--- src/itc_cfg.svh ---
/*
 * Constants for the integration timing controller: register offset, field positions,
 * reset value and timing figures.
 * Assumes a 20 MHz system clock; included by bare name.
 */
`ifndef ITC_CFG_SVH
`define ITC_CFG_SVH

// ============================================================
// register map
`define ITC_TIMING_OFS      5'h01
`define ITC_TIMING_RST      8'h00
`define ITC_RESV_BIT        7
`define ITC_EDGE_BIT        6
`define ITC_MODE_HI         5
`define ITC_MODE_LO         4
`define ITC_TIMING_PARAMETER_HI        3
`define ITC_TIMING_PARAMETER_LO        0

// ============================================================
// timing
`define ITC_CLK_MHZ         20
`define ITC_T_SHORT_US      12000
`define ITC_T_MID_US        100000
`define ITC_T_LONG_US       400000
`define ITC_SYNC_DLY_NS     2400
`define ITC_US_TO_CYC(us)   ((us) * `ITC_CLK_MHZ)
`define ITC_NS_TO_CYC_UP(ns) (((ns) * `ITC_CLK_MHZ + 999) / 1000)
`define ITC_MAX_PULSE_CODE  4'h8

`endif

--- src/itc_pkg.sv ---
/*
 * Types of the integration timing controller.
 * Assumes nothing beyond a SystemVerilog compiler.
 */
package itc_pkg;

    typedef enum logic [1:0] {
        ITC_MODE_FREE   = 2'h0,
        ITC_MODE_MANUAL = 2'h1,
        ITC_MODE_ONESHOT = 2'h2,
        ITC_MODE_ACCUM  = 2'h3
    } itc_mode_t;

    typedef enum logic [4:0] {
        ITC_IDLE  = 5'h01,
        ITC_ARM   = 5'h02,
        ITC_DELAY = 5'h04,
        ITC_INTEG = 5'h08,
        ITC_HALT  = 5'h10
    } itc_state_t;

endpackage : itc_pkg

--- src/itc_ctrl.sv ---
/*
 * Integration timing controller: timing register, mode sequencer, preset timer and
 * sync pulse counter for the four converter channels.
 * Assumes conv_enable and the register port come from logic on clk; sync_pin is a pin.
 */
`timescale 1ns/1ps
`include "itc_cfg.svh"

// Summary of operation
// - accumulate mode stops on selected sync edge
// - mode 00 restarts conversions automatically
// - preset times 12, 100, 400 ms
// - mode 01 follows conversion enable bit
// - mode 10 one cycle 2.4 us after sync
// - mode 11 integrates over sync pulses
// - pulse count is two to the parameter, at most 256
// - integration only while enable is set
// - done flag set on every completed cycle
module itc_ctrl
    import itc_pkg::*;
#(
    parameter int T_SHORT_CYC = `ITC_US_TO_CYC(`ITC_T_SHORT_US),
    parameter int T_MID_CYC   = `ITC_US_TO_CYC(`ITC_T_MID_US),
    parameter int T_LONG_CYC  = `ITC_US_TO_CYC(`ITC_T_LONG_US)
) (
    // clock and reset
    input  wire logic       clk,
    input  wire logic       sys_rst,
    input  wire logic       ce,
    // register port
    input  wire logic       reg_wr,
    input  wire logic       reg_rd,
    input  wire logic [4:0] reg_addr,
    input  wire logic [7:0] reg_wdata,
    output logic      [7:0] reg_rdata,
    // control
    input  wire logic       conv_enable,
    input  wire logic       sync_pin,
    // status
    output logic            integrating,
    output logic            cycle_done,
    output logic            conv_done
);
    localparam int SYNC_DLY = `ITC_NS_TO_CYC_UP(`ITC_SYNC_DLY_NS);

    typedef struct packed {
        itc_state_t  fsm;
        itc_mode_t   mode;
        logic [3:0]  timing_parameter;
        logic        stop_edge;
        logic [23:0] timer;
        logic [8:0]  pulse_cnt;
        logic [7:0]  timing;
        logic [7:0]  rdata;
        logic        en_q;
        logic [7:0]  en_run;
        logic        integ;
        logic        done_pulse;
        logic        done_flag;
    } itc_st_t;

    itc_st_t st_reg;
    itc_st_t st_next;
    logic    sync_rise;
    logic    sync_fall;
    logic    stop_hit;

    // ============================================================
    // decoders
    function automatic logic [23:0] preset_load(input logic [3:0] code);
        case (code)
            4'h1:    preset_load = 24'(T_MID_CYC - 1);
            4'h2:    preset_load = 24'(T_LONG_CYC - 1);
            // unlisted codes fall back to the shortest time
            default: preset_load = 24'(T_SHORT_CYC - 1);
        endcase
    endfunction : preset_load

    function automatic logic [8:0] pulse_last(input logic [3:0] code);
        logic [3:0] c;
        c = (code > `ITC_MAX_PULSE_CODE) ? `ITC_MAX_PULSE_CODE : code;
        pulse_last = 9'((9'h001 << c) - 9'h001);
    endfunction : pulse_last

    // ============================================================
    // sync pin
    itc_sync_edge u_sync (
        .clk       (clk),
        .sys_rst   (sys_rst),
        .ce        (ce),
        .sync_pin  (sync_pin),
        .sync_rise (sync_rise),
        .sync_fall (sync_fall)
    );

    assign stop_hit = st_reg.stop_edge ? sync_rise : sync_fall;

    // ============================================================
    // sequencer
    always_comb begin
        st_next            = st_reg;
        st_next.done_pulse = 1'b0;
        st_next.en_q       = conv_enable;
        // length of the current enable run, saturating; only the checks read it
        if (!conv_enable) begin
            st_next.en_run = 8'h00;
        end else if (st_reg.en_run != 8'hff) begin
            st_next.en_run = st_reg.en_run + 8'h01;
        end

        if (reg_wr && reg_addr == `ITC_TIMING_OFS) begin
            st_next.timing = {1'b0, reg_wdata[`ITC_EDGE_BIT:0]};
        end
        if (reg_rd) begin
            if (reg_addr == `ITC_TIMING_OFS) begin
                st_next.rdata = st_reg.timing;
            end else begin
                st_next.rdata = 8'h00;
            end
        end
        if (conv_enable && !st_reg.en_q) begin
            st_next.done_flag = 1'b0;
        end

        case (st_reg.fsm)
            ITC_IDLE: begin
                if (conv_enable) begin
                    // settings only take hold here, so mid-cycle writes wait
                    st_next.mode      = itc_mode_t'(st_reg.timing[`ITC_MODE_HI:`ITC_MODE_LO]);
                    st_next.timing_parameter     = st_reg.timing[`ITC_TIMING_PARAMETER_HI:`ITC_TIMING_PARAMETER_LO];
                    st_next.stop_edge = st_reg.timing[`ITC_EDGE_BIT];
                    st_next.timer     = preset_load(st_next.timing_parameter);
                    st_next.pulse_cnt = 9'h000;
                    if (st_next.mode == ITC_MODE_ONESHOT) begin
                        st_next.fsm = ITC_ARM;
                    end else begin
                        st_next.fsm = ITC_INTEG;
                    end
                end
            end
            ITC_ARM: begin
                if (sync_rise) begin
                    st_next.timer = 24'(SYNC_DLY - 1);
                    st_next.fsm   = ITC_DELAY;
                end
            end
            ITC_DELAY: begin
                if (st_reg.timer == 24'h00_0000) begin
                    st_next.timer = preset_load(st_reg.timing_parameter);
                    st_next.fsm   = ITC_INTEG;
                end else begin
                    st_next.timer = st_reg.timer - 24'h00_0001;
                end
            end
            ITC_INTEG: begin
                case (st_reg.mode)
                    ITC_MODE_FREE, ITC_MODE_ONESHOT: begin
                        if (st_reg.timer == 24'h00_0000) begin
                            st_next.done_pulse = 1'b1;
                            // free run goes through idle to pick up new settings
                            st_next.fsm = (st_reg.mode == ITC_MODE_FREE) ? ITC_IDLE
                                                                          : ITC_HALT;
                        end else begin
                            st_next.timer = st_reg.timer - 24'h00_0001;
                        end
                    end
                    ITC_MODE_ACCUM: begin
                        if (stop_hit) begin
                            if (st_reg.pulse_cnt == pulse_last(st_reg.timing_parameter)) begin
                                st_next.done_pulse = 1'b1;
                                st_next.fsm        = ITC_IDLE;
                            end else begin
                                st_next.pulse_cnt = st_reg.pulse_cnt + 9'h001;
                            end
                        end
                    end
                    default: begin
                    end
                endcase
            end
            ITC_HALT: begin
            end
            default: st_next.fsm = ITC_IDLE;
        endcase

        if (!conv_enable) begin
            st_next.fsm = ITC_IDLE;
            if (st_reg.fsm == ITC_INTEG && st_reg.mode == ITC_MODE_MANUAL) begin
                st_next.done_pulse = 1'b1;
            end
        end
        if (st_next.done_pulse) begin
            st_next.done_flag = 1'b1;
        end
        st_next.integ = (st_next.fsm == ITC_INTEG);
    end

    always_ff @(posedge clk or posedge sys_rst) begin
        if (sys_rst) begin
            st_reg        <= '0;
            st_reg.fsm    <= ITC_IDLE;
            st_reg.mode   <= ITC_MODE_FREE;
            st_reg.timing <= `ITC_TIMING_RST;
        end else if (ce) begin
            st_reg <= st_next;
        end
    end

    assign reg_rdata   = st_reg.rdata;
    assign integrating = st_reg.integ;
    assign cycle_done  = st_reg.done_pulse;
    assign conv_done   = st_reg.done_flag;

    // ============================================================
    // checks
    a_stop_edge: assert property (@(posedge clk) disable iff (sys_rst || !ce)
        (cycle_done && st_reg.mode == ITC_MODE_ACCUM) |->
            $past(st_reg.stop_edge ? sync_rise : sync_fall))
        else $error("accumulate cycle ended without the selected sync edge");

    a_free_restart: assert property (@(posedge clk) disable iff (sys_rst || !ce)
        (cycle_done && st_reg.mode == ITC_MODE_FREE && conv_enable && $past(conv_enable))
            ##1 conv_enable |-> ##1 integrating)
        else $error("free run did not restart");

    a_preset_len: assert property (@(posedge clk) disable iff (sys_rst || !ce)
        ($rose(integrating) && st_reg.mode != ITC_MODE_ACCUM
            && st_reg.mode != ITC_MODE_MANUAL) |-> st_reg.timer == preset_load(st_reg.timing_parameter))
        else $error("preset timer loaded wrong");

    a_manual_stop: assert property (@(posedge clk) disable iff (sys_rst || !ce)
        (integrating && st_reg.mode == ITC_MODE_MANUAL && !conv_enable)
            |=> !integrating && cycle_done)
        else $error("manual stop missed");

    a_sync_delay: assert property (@(posedge clk) disable iff (sys_rst || !ce)
        (st_reg.fsm == ITC_ARM && sync_rise && conv_enable)
            |-> ##48 !integrating ##1 (integrating || st_reg.en_run < 8'h31))
        else $error("one-shot start delay wrong");

    a_one_shot: assert property (@(posedge clk) disable iff (sys_rst || !ce)
        (cycle_done && st_reg.mode == ITC_MODE_ONESHOT && conv_enable)
            |-> st_reg.fsm == ITC_HALT && !integrating)
        else $error("one-shot ran more than one cycle");

    a_pulse_count: assert property (@(posedge clk) disable iff (sys_rst || !ce)
        (cycle_done && st_reg.mode == ITC_MODE_ACCUM)
            |-> $past(st_reg.pulse_cnt) == pulse_last(st_reg.timing_parameter))
        else $error("pulse count wrong");

    a_enable_gate: assert property (@(posedge clk) disable iff (sys_rst || !ce)
        integrating |-> $past(conv_enable))
        else $error("integrating without enable");

    a_done_flag: assert property (@(posedge clk) disable iff (sys_rst || !ce)
        cycle_done |-> conv_done)
        else $error("done flag not set");

    a_resv_zero: assert property (@(posedge clk) disable iff (sys_rst || !ce)
        !st_reg.timing[`ITC_RESV_BIT] and (integrating && $past(integrating)
            |-> $stable(st_reg.timing_parameter) && $stable(st_reg.mode)))
        else $error("reserved bit set or settings changed mid-cycle");

endmodule : itc_ctrl

--- src/itc_sync_edge.sv ---
/*
 * Sync pin synchroniser and edge detector.
 * Assumes sync_pin is asynchronous to clk; edges come out one cycle wide.
 */
`timescale 1ns/1ps
module itc_sync_edge
    import itc_pkg::*;
(
    // clock and reset
    input  wire logic clk,
    input  wire logic sys_rst,
    input  wire logic ce,
    // pin
    input  wire logic sync_pin,
    // detected edges
    output logic      sync_rise,
    output logic      sync_fall
);
    typedef struct packed {
        logic s1;
        logic s2;
        logic s3;
        logic rise;
        logic fall;
    } itc_edge_st_t;

    itc_edge_st_t edge_reg;
    itc_edge_st_t edge_next;

    always_comb begin
        edge_next      = edge_reg;
        edge_next.s1   = sync_pin;
        edge_next.s2   = edge_reg.s1;
        // s1 feeds only s2
        edge_next.s3   = edge_reg.s2;
        edge_next.rise = edge_reg.s2 & ~edge_reg.s3;
        edge_next.fall = ~edge_reg.s2 & edge_reg.s3;
    end

    always_ff @(posedge clk or posedge sys_rst) begin
        if (sys_rst) begin
            edge_reg <= '0;
        end else if (ce) begin
            edge_reg <= edge_next;
        end
    end

    assign sync_rise = edge_reg.rise;
    assign sync_fall = edge_reg.fall;

endmodule : itc_sync_edge

--- config.mk ---
export PLATFORM = sky130hd
export DESIGN_NAME = itc_ctrl
export DESIGN_NICKNAME = d
export VERILOG_FILES = /design/src/itc_pkg.sv /design/src/itc_ctrl.sv /design/src/itc_sync_edge.sv
export VERILOG_INCLUDE_DIRS = /design/src /design/src/src
export SDC_FILE = /design/constraint.sdc
export NUM_CORES = 1
export LEC_CHECK = 0
export BUFFER_PORTS_ARGS = -buffer_cell sky130_fd_sc_hd__buf_2
export CAP_MARGIN = 20
export CORE_MARGIN = 5
export CORE_UTILIZATION = 55
export CTS_CLUSTER_DIAMETER = 80
export DETAILED_ROUTE_END_ITERATION = 16
export HOLD_SLACK_MARGIN = 0.03
export PLACE_DENSITY = 0.76
export SYNTH_ARGS = -nofsm -noshare
export SYNTH_HDL_FRONTEND = slang
export SYNTH_SLANG_ARGS = --single-unit
--- constraint.sdc ---
create_clock -name clk -period 2.65 [get_ports clk]
set_input_delay 0.53 -clock clk [delete_from_list [all_inputs] [get_ports clk]]
set_output_delay 0.53 -clock clk [all_outputs]
set_load 0.05 [all_outputs]
After elaboration in Yosys (flattened, before gate mapping) --
Cells that the tools add are included.
Word-level totals: register bits after elaboration 69, latch bits 0, memory bits (writable) 0, bits in read-only memories 0, bits of input ports 20, logic and storage cells 99, memories kept 0
Cells by class: add/subtract/negate cells 3, multipliers 0, div/mod/pow operators 0, magnitude comparators 1, eq/ne operators 23, shift operators 1, multiplexer cells 34, bitwise gates (word level) 4, reduce and logical (&&, ||, !) cells 16
Operator list (count):
- $mux 24 | 4
- $pmux 24 s4 | 1
- $pmux 23 s2 | 2
- $mux 45 | 1
- $mux 5 | 7
- $mux 9 | 3
- $pmux 5 s5 | 1
- $logic_not 24->1 | 1
- $sub 24x1->24 const B | 1
- $pmux 9 s2 | 1
- $reduce_and 6->1 | 2
- $eq 5x1->1 const B | 2
- $eq 5x4->1 const B | 2
- $pmux 5 s2 | 1
- $add 9x1->9 const B | 1
- $eq 9x9->1 | 1
- $mux 1 | 9
- $shl 1x4->9 const A | 1
- $sub 9x1->9 const B | 1
- $eq 4x1->1 const B | 2
- $eq 4x2->1 const B | 2
- $mux 4 | 2
- $ne 2x2->1 const B | 4
- $mux 7 | 1
- other kinds (18) | 29

Longest topological paths before layout --
Gate-level depths: netlist of the first run.
depth in word-level cells 13, depth in mapped cells 12, depth with buffers taken out 10

Cells and area by module --
From an unflattened synthesis of the first run, not the netlist that was laid out.
Unflattened totals: cell total of the unflattened synthesis 479, area total of the unflattened synthesis 4182.8 um^2
Modules (own cells, without submodules):
- itc_ctrl | times used 1, cells each 463, area an instance 3992.6 um^2, sequential area each 1577.8 um^2
- itc_sync_edge | times used 1, cells each 16, area an instance 190.2 um^2, sequential area each 125.1 um^2

Worst setup path before layout of the first run --
Ideal clock, no wire load.
kind flip-flop to flip-flop, start register st_reg[65] (netlist name), end register st_reg[36] (netlist name), data arrival time 2629 ps, required time 2572 ps, slack -57 ps, cell stages (with the launch flop) 13, buffers on the path 2, cell sequence dfrtp_1 clkbuf_1 nor2_1 nand3b_1 ha_1 or3_1 a21oi_1 o211ai_1 o2111a_1 buf_2 o21a_1 or3_1 a21oi_1
Between the ends: longest elaborated chain between the ends 7
Ends and longest elaborated chain:
- start, declared | line itc_ctrl.sv:62 | itc_st_t st_reg;
- start signal, assigned | line itc_ctrl.sv:205 | st_reg <= st_next;
- $gt 4x4->1 (no source line)
- $mux 4 (*) | line itc_ctrl.sv:81 | c = (code > `ITC_MAX_PULSE_CODE) ? `ITC_MAX_PULSE_CODE : code;
- $shl 1x4->9 (*) | line itc_ctrl.sv:82 | pulse_last = 9'((9'h001 << c) - 9'h001);
- $sub 9x1->9 (*) | line itc_ctrl.sv:82
- $eq 9x9->1 (*) | line itc_ctrl.sv:169 | if (st_reg.pulse_cnt == pulse_last(st_reg.timing_parameter)) begin
- $ne 2x2->1 (no source line) (*)
- $reduce_and 6->1 (no source line) (*)
Every way passes the cells marked *; elsewhere a longest branch is shown, timed or not. A chain may end at the register's enable or synchronous reset.

Worst setup path in the final report of the first run --
Ends and elaborated chain as after synthesis.

==> flow_metrics.tcl, run 1 <==
set metrics [dict create \
    critPathKind "reg -> reg" \
    cp_num_buf_inv 0 \
    worst_pin_slew_ns 0.576 \
    areaGrowthSynthToFinish_pct 11.7 \
    synth_top_family_by_area "simple AND/OR/NAND/NOR gates" \
    io_pins 31 \
    clk_pin_slew_worst_paths_ns 0.07 \
    crit_chain "nor2_4, nand3b_1, ha_1, or3_1, a21oi_1, o211ai_1, o2111a_2, o21a_1, or3_1, a21oi_1" \
    drv_slew 0 \
    dr.pass1.iters 5 \
    yosysUniqueCellTypes 68 \
    async_flop_share 1.00 \
    cp_data_arrival_time_ns 2.80 \
    synth_cells 470 \
    finalHoldViolCount 0 \
    synth-compound-area-share 0.206 \
    antenna_found_initial 0 \
    die_h_um 96.1 \
    synth_nets 493 \
    min_path_type "in -> async" \
    max_freq_ghz 0.394 \
    synth_area_leader_cell "dfrtp_1" \
    finalWeightedCongestion 0.927 \
    antenna_cells 0 \
    synth.most_common_cell "nand2_1" \
    drt_iter0_drc 201 \
    drive_above_1_share 0.200 \
    status "finished clean" \
    regToRegSetupSlack_ns 0.11 \
    start_kind "flop" \
    synth_seq_area_share 0.417 \
    dpl_cell_area_mm2 0.00434 \
    path_delay_family "simple AND/OR/NAND/NOR gates" \
    synth_edf_count 0 \
    multi_input_area_mm2 0.00218 \
    initial_core_util 0.563 \
    setup_violations 0 \
    end_kind "flop" \
    dp_hpwl_um 7050 \
    post-route-drc-count 0 \
    routed_wl_um 9670 \
    crit_required_ns 2.92 \
    cts_max_path_buffers 2 \
    grt_pass1_vias 3349 \
    synth-simple-area-share 0.247 \
    p_leak_nw 1.97 \
    rsz0062_at_grt "yes" \
    fin_nets 524 \
    synth_seq_cells 68 \
    synthAdderAreaFrac 0.00920 \
    seq_area_mm2 0.00170 \
    synth.top_cells.by_area "dfrtp_1 41%, o21ai_0 7.0%, nand2_1 6.5%" \
    min_period_over_period 0.957 \
    vdd_drop_max_uv 331 \
    ys_top_cells_by_count "71 x nand2_1, 67 x dfrtp_1, 57 x o21ai_0" \
    p_per_area_mw_per_mm2 735 \
    post_synth.cell_area_avg_um2 8.68 \
    ys_warn_count 0 \
    overflow 0 \
    finalClockSkew_ns 0.00670 \
    core_area_mm2 0.00725 \
    grt_pass1_wl_um 16300 \
    muxShareOfSynthArea 0.0273 \
    rows 31 \
    grt.total_usage 0.227 \
    cts.htree.levels 3 \
    fin_setup_tns_ns 0 \
    clock-sinks 68 \
    largest_reg_flops 53 \
    numPortBuffers 28 \
    insertion_delay_ns 0.34 \
    viasPerCell 5.95 \
    cp_max_fo 9 \
    antenna_left 0 \
    relSlewSlack 0.611 \
    numCtsBuffers 9 \
    cts-root-buf "clkbuf_8" \
    ys.flop_type "dfrtp_1" \
    wl_per_cell_um 16.0 \
    vias 3593 \
    yosys.area_share.xor_xnor 0.0343 \
    finalInstanceArea_mm2 0.00456 \
    max_cap_viol_count 0 \
    cpMaxStageDelayCell "dfrtp_1" \
    fill_cells 630 \
    cts_tree "built" \
    finalCriticalPeriod_ns 2.54 \
    yosysTopAreaCellShare 0.411 \
    grt_max_degree 44 \
    die_w_um 96.1 \
    syn_area_mm2 0.00408 \
    dieArea_mm2 0.00924 \
    critical_path.max_stage_delay_ns 0.41 \
]
==> worst register-to-register path, stage by stage (launching register included) <==
cell	delay [ns]
dfrtp_1	0.41
nor2_4	0.14
nand3b_1	0.15
ha_1	0.24
or3_1	0.33
a21oi_1	0.14
o211ai_1	0.12
o2111a_2	0.21
o21a_1	0.24
or3_1	0.36
a21oi_1	0.14
==> power breakdown <==
group	internal [W]	leakage (nW)	switching (W)
Sequential	0.00123	0.891	0.000225
Clock	0.000383	0.0893	0.000365
Combinational	0.000502	0.992	0.000650
Total	0.00211	1.97	0.00124
==> layout make-up <==
type                            count  area share
Clock buffer                       13      0.0349
Inverter                           16      0.0132
Clock inverter                      2     0.00220
Tap cell                           99      0.0272
Multi-Input combinational cell    355       0.477
Timing Repair Buffer               51      0.0714
Sequential cell                    68       0.374
==> cell usage in the layout, fill, tap and decap left out, drive strengths merged, types with 3 or more instances in the layout <==
cell,n
nor2,31
nand4,5
and2,5
a21o,3
o21ai,58
clkbuf,13
o21a,6
buf,51
nor4b,4
o31ai,7
dfrtp,67
mux2,9
or4,4
a22o,8
nor4,10
and3,11
nand2,71
xor2,5
o22ai,3
xnor2,11
a21oi,23
nor3,15
nand3,17
or3,7
o211ai,4
nand3b,3
inv,16
ha,3
==> worst paths after layout <==
check                                          from                  endpoint  depth (start not counted)
min reg2reg                reg_rdata[2]$_DFFE_PP0P_  reg_rdata[2]$_DFFE_PP0P_                          2
min in group clk                       reg_wdata[5]    st_reg[25]$_DFFE_PP0P_                          3
max reg2reg                  st_reg[65]$_DFFE_PP0P_    st_reg[36]$_DFFE_PP0P_                         10
max in group asynchronous                   sys_rst    st_reg[68]$_DFFE_PP1P_                          3
min                                         sys_rst  reg_rdata[6]$_DFFE_PP0P_                          2
max                          st_reg[65]$_DFFE_PP0P_    st_reg[36]$_DFFE_PP0P_                         10
==> logic make-up after synthesis <==
kind of cell | Yosys count
AOI/OAI and AO/OA | 132
buffers and inverters | 47
muxes | 10
adders and majority gates | 3
DFF | 68
and+or+nand+nor | 193
xor gates and xnor gates | 16
other | 1
==> stage by stage <==
stage	hold WS, ns	setup slack (ns)	total power (W)	cells	utilization
after floorplan	0.451	0.0150	0.00227	470	-
after global placement	0.459	0.0626	0.00253	587	0.599
after detailed placement	0.471	-0.0259	0.00257	587	0.599
after CTS	0.249	0.0176	0.00335	602	0.623
after global routing	0.280	-0.00172	0.00358	604	0.629
final	0.247	0.114	0.00335	604	0.629
==> routing by layer <==
layer	GRT usage	wire length, um	up-vias
li1	-	-	1747
met1	0.300	4240	1742
met2	0.380	4830	88
met3	0.0360	453	16
met4	0.0723	146	0
met5	0	0	-
==> what timing repair did <==
item,in CTS,in global routing
buffers inserted,0,2
pin swaps,0,2
endpoints found under the setup margin,3,28
hold buffers,0,0
gates resized for setup,1,7
(Power assumes the default switching activity.)
==> run 2: changes to the inputs <==
Settings changed: SYNTH_HIERARCHICAL set to 1.
==> run 2 against run 1 <==
The flow now finishes with violations (negative setup slack). Sequential cell count stayed put. Setup slack lost 0.16 ns. Critical path depth stayed put. Sequential share of layout area shrank 2.7 points. Synthesized area up 2.5%. Via count rose by 10%. Cell count is 5.0% higher. Hold slack got worse by 0.19 ns. First-iteration DRC count rose by 58%. Count of clock-buffer cells in the layout shrank 4. Highest routed layer unchanged.
==> flow_metrics.tcl, run 2 <==
set metrics [dict create \
    cts.htree.levels 3 \
    min_path_type "in -> async" \
    p_per_area_mw_per_mm2 778 \
    violations "negative setup slack" \
    start_kind "flop" \
    critPathKind "reg -> reg" \
    ys.flop_type "dfrtp_1" \
    grt.total_usage 0.232 \
    worst_pin_slew_ns 0.609 \
    viasPerCell 6.24 \
    die_w_um 97.2 \
    cts_max_path_buffers 2 \
    areaGrowthSynthToFinish_pct 17.5 \
    rows 31 \
    finalClockSkew_ns 0.0133 \
    p_total_w 0.00382 \
    ff2ff_path_depth 10 \
    synth_seq_area_share 0.407 \
    clock-sinks 68 \
    fin_cells 634 \
    cts_tree "built" \
    post_synth.cell_area_avg_um2 8.73 \
    fin_setup_tns_ns -0.0971 \
    finalInstanceArea_mm2 0.00491 \
    antenna_left 0 \
    end_kind "flop" \
    p_leak_nw 2.14 \
    clk_pin_slew_worst_paths_ns 0.08 \
    antenna_found_initial 0 \
    post-route-drc-count 0 \
    syn_area_mm2 0.00418 \
    timing.rr.end "st_reg[33]$_DFFE_PP0P_" \
    wl_per_cell_um 17.3 \
    drive_above_1_share 0.249 \
    overflow 0 \
    insertion_delay_ns 0.37 \
    grt_pass1_vias 3648 \
    ys_top_cells_by_count "67 x dfrtp_1, 52 x nand2_1, 41 x o21ai_0" \
    regToRegSetupSlack_ns -0.05 \
    io_pins 31 \
    drv_slew 0 \
    layout_common_cells "64 x dfrtp_1, 52 x nand2_1, 41 x o21ai_0" \
    grt_pass1_wl_um 17800 \
    finalHoldViolCount 0 \
    final_common_cell "dfrtp_1" \
    die_h_um 97.2 \
    cts-root-buf "clkbuf_8" \
    routed_wl_um 10900 \
    dpl_cell_area_mm2 0.00455 \
    setup_violations 5 \
    max_freq_ghz 0.371 \
    relSlewSlack 0.592 \
    synth_seq_cells 68 \
    initial_core_util 0.571 \
    synth_area_leader_cell "dfrtp_1" \
    largest_reg_flops 53 \
    grt_max_degree 38 \
    synth_edf_count 0 \
    synth.top_cells.by_area "dfrtp_1 40%, o21ai_0 4.9%, mux2_2 4.8%" \
    vias 3955 \
    finalCriticalPeriod_ns 2.70 \
    yosysTopAreaCellShare 0.401 \
    crit_required_ns 2.91 \
    place_ws_ns -0.0667 \
    synth_nets 502 \
    yosysUniqueCellTypes 64 \
    cp_data_arrival_time_ns 2.96 \
    dp.cells 606 \
    async_flop_share 1.00 \
    layout_setup_ws_ns -0.0489 \
    rsz0062_at_grt "yes" \
    numCtsBuffers 9 \
    synth_cells 479 \
    fin_nets 553 \
    core_area_mm2 0.00733 \
    dp_hpwl_um 7610 \
    status "complete, but fails checks" \
    fill_cells 603 \
    vdd_drop_max_uv 434 \
    min_period_over_period 1.02 \
    antenna_cells 0 \
    ys_warn_count 6 \
    synth.most_common_cell "dfrtp_1" \
    cp_max_fo 7 \
    drt_iter0_drc 317 \
    finalWeightedCongestion 0.950 \
    dr.pass1.iters 7 \
    numPortBuffers 28 \
    r2r_start "st_reg[64]$_DFFE_PP0P_" \
    max_cap_viol_count 0 \
    dieArea_mm2 0.00945 \
]
[run 2: cell count changes after synthesis, moves of 5 or more]
cell      delta
o21ai_0     -16
a21o_1       +5
a31oi_1      +9
nor2b_1      +6
buf_2        +5
mux2_2       +9
inv_1       +17
nor2_1       -7
nand2_1     -19
a21oi_1      +5
a22o_1       -6
clkbuf_1     -5
[run 2: report_power, final]
part	leakage [nW]	total, W	internal, W	switching [W]
Sequential	0.886	0.00148	0.00123	0.000248
Combinational	1.16	0.00156	0.000745	0.000811
Clock	0.0896	0.000786	0.000343	0.000443
[run 2: per-layer routing]
layer / wire length [um] / global-route usage / vias to the layer above
met5: 0 / 0 / -
li1: - / - / 1852
met4: 328 / 0.122 / 0
met2: 5080 / 0.348 / 162
met3: 603 / 0.0345 / 35
met1: 4930 / 0.323 / 1906
[run 2: worst max path at each step]
| stage | end | cells past startpoint | startpoint | slack [ns] |
|---|---|---|---|---|
| after floorplan | st_reg[33]$_DFFE_PP0P_ | 11 | st_reg[63]$_DFFE_PP0P_ | 0.02 |
| after global placement | st_reg[33]$_DFFE_PP0P_ | 11 | st_reg[63]$_DFFE_PP0P_ | 0.03 |
| after detailed placement | st_reg[33]$_DFFE_PP0P_ | 11 | st_reg[63]$_DFFE_PP0P_ | -0.07 |
| after CTS | st_reg[33]$_DFFE_PP0P_ | 11 | st_reg[63]$_DFFE_PP0P_ | 0.01 |
| after global routing | st_reg[33]$_DFFE_PP0P_ | 10 | st_reg[64]$_DFFE_PP0P_ | -0.11 |
| final | st_reg[33]$_DFFE_PP0P_ | 10 | st_reg[64]$_DFFE_PP0P_ | -0.05 |
[run 2: repair_timing]
action / 4_1_cts / 5_1_grt
setup buffers: 10 / 2
setup endpoints to repair: 6 / 20
resized for setup: 4 / 16
hold buffers: 0 / 0
endpoints found under the hold margin: 0 / 0
pin swaps: 4 / 7
cloned: 0 / 0
[run 2: logic make-up (layout without fill, tap and decap cells)]
group                      after synthesis  count (layout)  share of synthesized area
xor gates and xnor gates                10              10                     0.0209
other                                    1               1                   0.000897
DFF                                     68              68                      0.407
adders and majority gates                3               3                    0.00897
AOI/OAI and AO/OA                      143             143                      0.222
muxes                                   18              18                     0.0485
and+or+nand+nor                        174             174                      0.226
buffers and inverters                   62             118                     0.0664
[run 2: critical path, stage by stage (launching register included)]
cell and delay (ns):
dfrtp_2 0.46, nor4_4 0.32, inv_1 0.10, ha_2 0.20, or3_4 0.33, a211o_1 0.29, o211ai_1 0.15, nand4_1 0.17
buf_6 0.18, nand4_1 0.09, mux2_4 0.31
[run 2: cell type report]
type / count / area (um^2) / share of cell area
multi-input cells: 349 / 2300 / 0.469
flip-flops and latches: 68 / 1710 / 0.347
repair buffers: 69 / 480 / 0.0978
clock buffers: 9 / 124 / 0.0252
inverters: 33 / 124 / 0.0252
well taps: 99 / 124 / 0.0252
clock inverters: 7 / 52.6 / 0.0107
[run 2: through the flow]
step,util,hold slack [ns]
2_1_floorplan,-,0.309
3_3_place_gp,0.620,0.443
4_1_cts,0.656,0.0592
6_report,0.670,0.0604
5_1_grt,0.670,0.0658
3_5_place_dp,0.620,0.456
==> run 3: changes to the inputs <==
Settings changed: ABC_AREA set to 1.
==> run 3 against run 2 <==
The flow now finishes without violations. Count of clock-buffer cells in the layout grew 1. Synthesized cell count up 35%. Cell count up 24%. Non-clock buffer count decreased by 28. Wire length down 4.4%. Design area decreased by 2.2%. Largest cell class unchanged. Highest routed layer unchanged.
==> flow_metrics.tcl, run 3 <==
set metrics [dict create \
    combPwrFrac 0.340 \
    rows 32 \
    dpl_cell_area_mm2 0.00461 \
    critical_path.max_stage_delay_ns 0.40 \
    finalClockSkew_ns 0.00889 \
    power_switching_share 0.411 \
    ys_warn_count 6 \
    antenna_found_initial 0 \
    grt_pass1_wl_um 18000 \
    layout_common_cells "190 x nand2_1, 94 x nor2_1, 76 x inv_1" \
    yosysUniqueCellTypes 37 \
    layout_setup_ws_ns 0.260 \
    status "finished clean" \
    cts.htree.levels 3 \
    yosysTopAreaCellShare 0.384 \
    wl_per_cell_um 13.3 \
    synth_nets 670 \
    drv_slew 0 \
    syn_area_mm2 0.00437 \
    cts_max_path_buffers 2 \
    use_met3 0.0386 \
    p_leak_nw 2.48 \
    cp_max_fo 18 \
    min_period_over_period 0.902 \
    min_path_type "in -> async" \
    holdWs_ns 0.0719 \
    synth_seq_cells 68 \
    post-route-drc-count 0 \
    synth_seq_area_share 0.390 \
    busiest_layer "met2" \
    cpMaxStageDelayCell "dfrtp_1" \
    fin_nets 701 \
    core_area_mm2 0.00773 \
    crit_start "st_reg[37]$_DFFE_PP0P_" \
    p_seq_frac 0.421 \
    grt_util_met1 0.317 \
    relSlewSlack 0.627 \
    grt.total_usage 0.226 \
    overflow 0 \
    synth_area_leader_cell "dfrtp_1" \
    finalCriticalPeriod_ns 2.39 \
    p_clk_frac 0.239 \
    ys.flop_type "dfrtp_1" \
    r2r_start "st_reg[37]$_DFFE_PP0P_" \
    post_synth.cell_area_avg_um2 6.75 \
    antenna_cells 0 \
    p_per_area_mw_per_mm2 702 \
    vdd_drop_max_uv 422 \
    grt_pass1_vias 3866 \
    insertion_delay_ns 0.36 \
    setup_violations 0 \
    numCtsBuffers 9 \
    synth.most_common_cell "nand2_1" \
    postCtsSetupBuffers 0 \
    synth_edf_count 0 \
    cp_num_buf_inv 2 \
    areaGrowthSynthToFinish_pct 10.0 \
    cp_data_arrival_time_ns 2.66 \
    vias 4245 \
    max_freq_ghz 0.418 \
    final_common_cell "nand2_1" \
    antenna_left 0 \
    die_h_um 99.1 \
    grt_max_degree 34 \
    crit_required_ns 2.92 \
    largest_reg_flops 53 \
    dieArea_mm2 0.00983 \
    start_kind "flop" \
    drt_iter0_drc 385 \
    io_pins 31 \
    cts-root-buf "clkbuf_8" \
    synth.top_cells.by_area "dfrtp_1 38%, nand2_1 16%, nor2_1 8.2%" \
    finalWeightedCongestion 0.953 \
    place_ws_ns 0.183 \
    numPortBuffers 28 \
    dp.cells 769 \
    finalHoldViolCount 0 \
    cpMostUsedCell "nand2_1" \
    crit_chain "inv_1, ha_1, nand3_1, nor2_1, nand4_1, nand2_1, nand2_1, nand2_4, buf_4, nand2_1, o21ai_1" \
    async_flop_share 1.00 \
    synth_cells 647 \
    p_sw_w 0.00139 \
    clk_pin_slew_worst_paths_ns 0.08 \
    finalInstanceArea_mm2 0.00481 \
    fill_cells 730 \
    path_delay_family "simple AND/OR/NAND/NOR gates" \
    dr.pass1.iters 5 \
    critPathKind "reg -> reg" \
    routed_wl_um 10500 \
    initial_core_util 0.565 \
    cts_tree "built" \
    worst_pin_slew_ns 0.555 \
    viasPerCell 5.41 \
    clock-sinks 68 \
    dp_hpwl_um 7730 \
    end_kind "flop" \
    use_met2 0.354 \
    fin_cells 785 \
    max_cap_viol_count 0 \
    intPower_w 0.00199 \
    drive_above_1_share 0.113 \
    ys_top_cells_by_count "190 x nand2_1, 95 x nor2_1, 77 x inv_1" \
    die_w_um 99.1 \
]
[run 3: cell types whose count changed after synthesis, sizes merged, moves of 9 or more]
| cell | previous run | this run |
|---|---|---|
| inv | 33 | 81 |
| and3 | 10 | 1 |
| nand3 | 18 | 44 |
| a31oi | 11 | 0 |
| nand2 | 52 | 193 |
| nor2 | 24 | 97 |
| mux2 | 18 | 0 |
| a21oi | 27 | 15 |
| nor4 | 14 | 1 |
| xor2 | 3 | 13 |
| o21ai | 47 | 56 |
[run 3: worst paths after layout]
| kind | end | slack [ns] | cells past startpoint |
|---|---|---|---|
| max | st_reg[39]$_DFFE_PP0P_ | 0.26 | 11 |
| min | u_sync/edge_reg[2]$_DFFE_PP0P_ | 0.07 | 2 |
| max reg2reg | st_reg[39]$_DFFE_PP0P_ | 0.26 | 11 |
| min reg2reg | st_reg[11]$_DFFE_PP0P_ | 0.48 | 2 |
| max in group asynchronous | st_reg[68]$_DFFE_PP1P_ | 2.05 | 3 |
| min in group clk | u_sync/edge_next[3]$_DFFE_PP0P_ | 0.37 | 3 |
[run 3: kinds of logic after synthesis]
kind of cell             Yosys count  share of synthesized area
AO/OA/AOI/OAI                     89                      0.113
other                              1                   0.000858
buffers and inverters            102                     0.0994
AND/OR/NAND/NOR                  368                      0.356
adder cells (fa/ha/maj)            3                    0.00859
XOR/XNOR                          16                     0.0321
flip-flops                        68                      0.390
[run 3: final cells by class]
cell class	instances	area, um^2	area share
clock inverters	6	47.5	0.00989
multi-input cells	477	2250	0.467
repair buffers	41	238	0.0495
flip-flops and latches	68	1700	0.354
inverters	81	307	0.0638
clock buffers	10	138	0.0286
well taps	102	128	0.0265
[run 3: metrics by stage]
stage	setup TNS, ns	power, W	utilization
final	0	0.00338	0.622
after global routing	-0.0455	0.00365	0.622
after CTS	0	0.00337	0.620
after detailed placement	0	0.00255	0.596
after global placement	0	0.00251	0.596
after floorplan	0	0.00228	-
[run 3: power groups by stage]
stage          Clock (W)  Combinational, W  Sequential (W)
3_5_place_dp           0           0.00112         0.00143
5_1_grt         0.000875           0.00132         0.00145
2_1_floorplan          0          0.000882         0.00139
6_report        0.000808           0.00115         0.00142
4_1_cts         0.000827           0.00113         0.00142
3_3_place_gp           0           0.00108         0.00143
[run 3: per-layer routing]
metal	up-vias	routed length (um)
met3	19	657
li1	2113	-
met1	1988	4720
met2	125	4870
met5	-	0
met4	0	214
[run 3: worst reg2reg max path, delay by kind of cell (launching register included)]
family          cells  cell delay, ns
fa+ha+maj           1            0.23
simple gates        7            1.20
compound gates      1            0.11
flops               1            0.40
buf+inv             2            0.36
[run 3: timing repair]
action | 4_1_cts | 5_1_grt
hold endpoints to repair | 0 | 0
hold buffers | 0 | 0
gates resized for setup | 0 | 3
setup endpoints to repair | 0 | 12
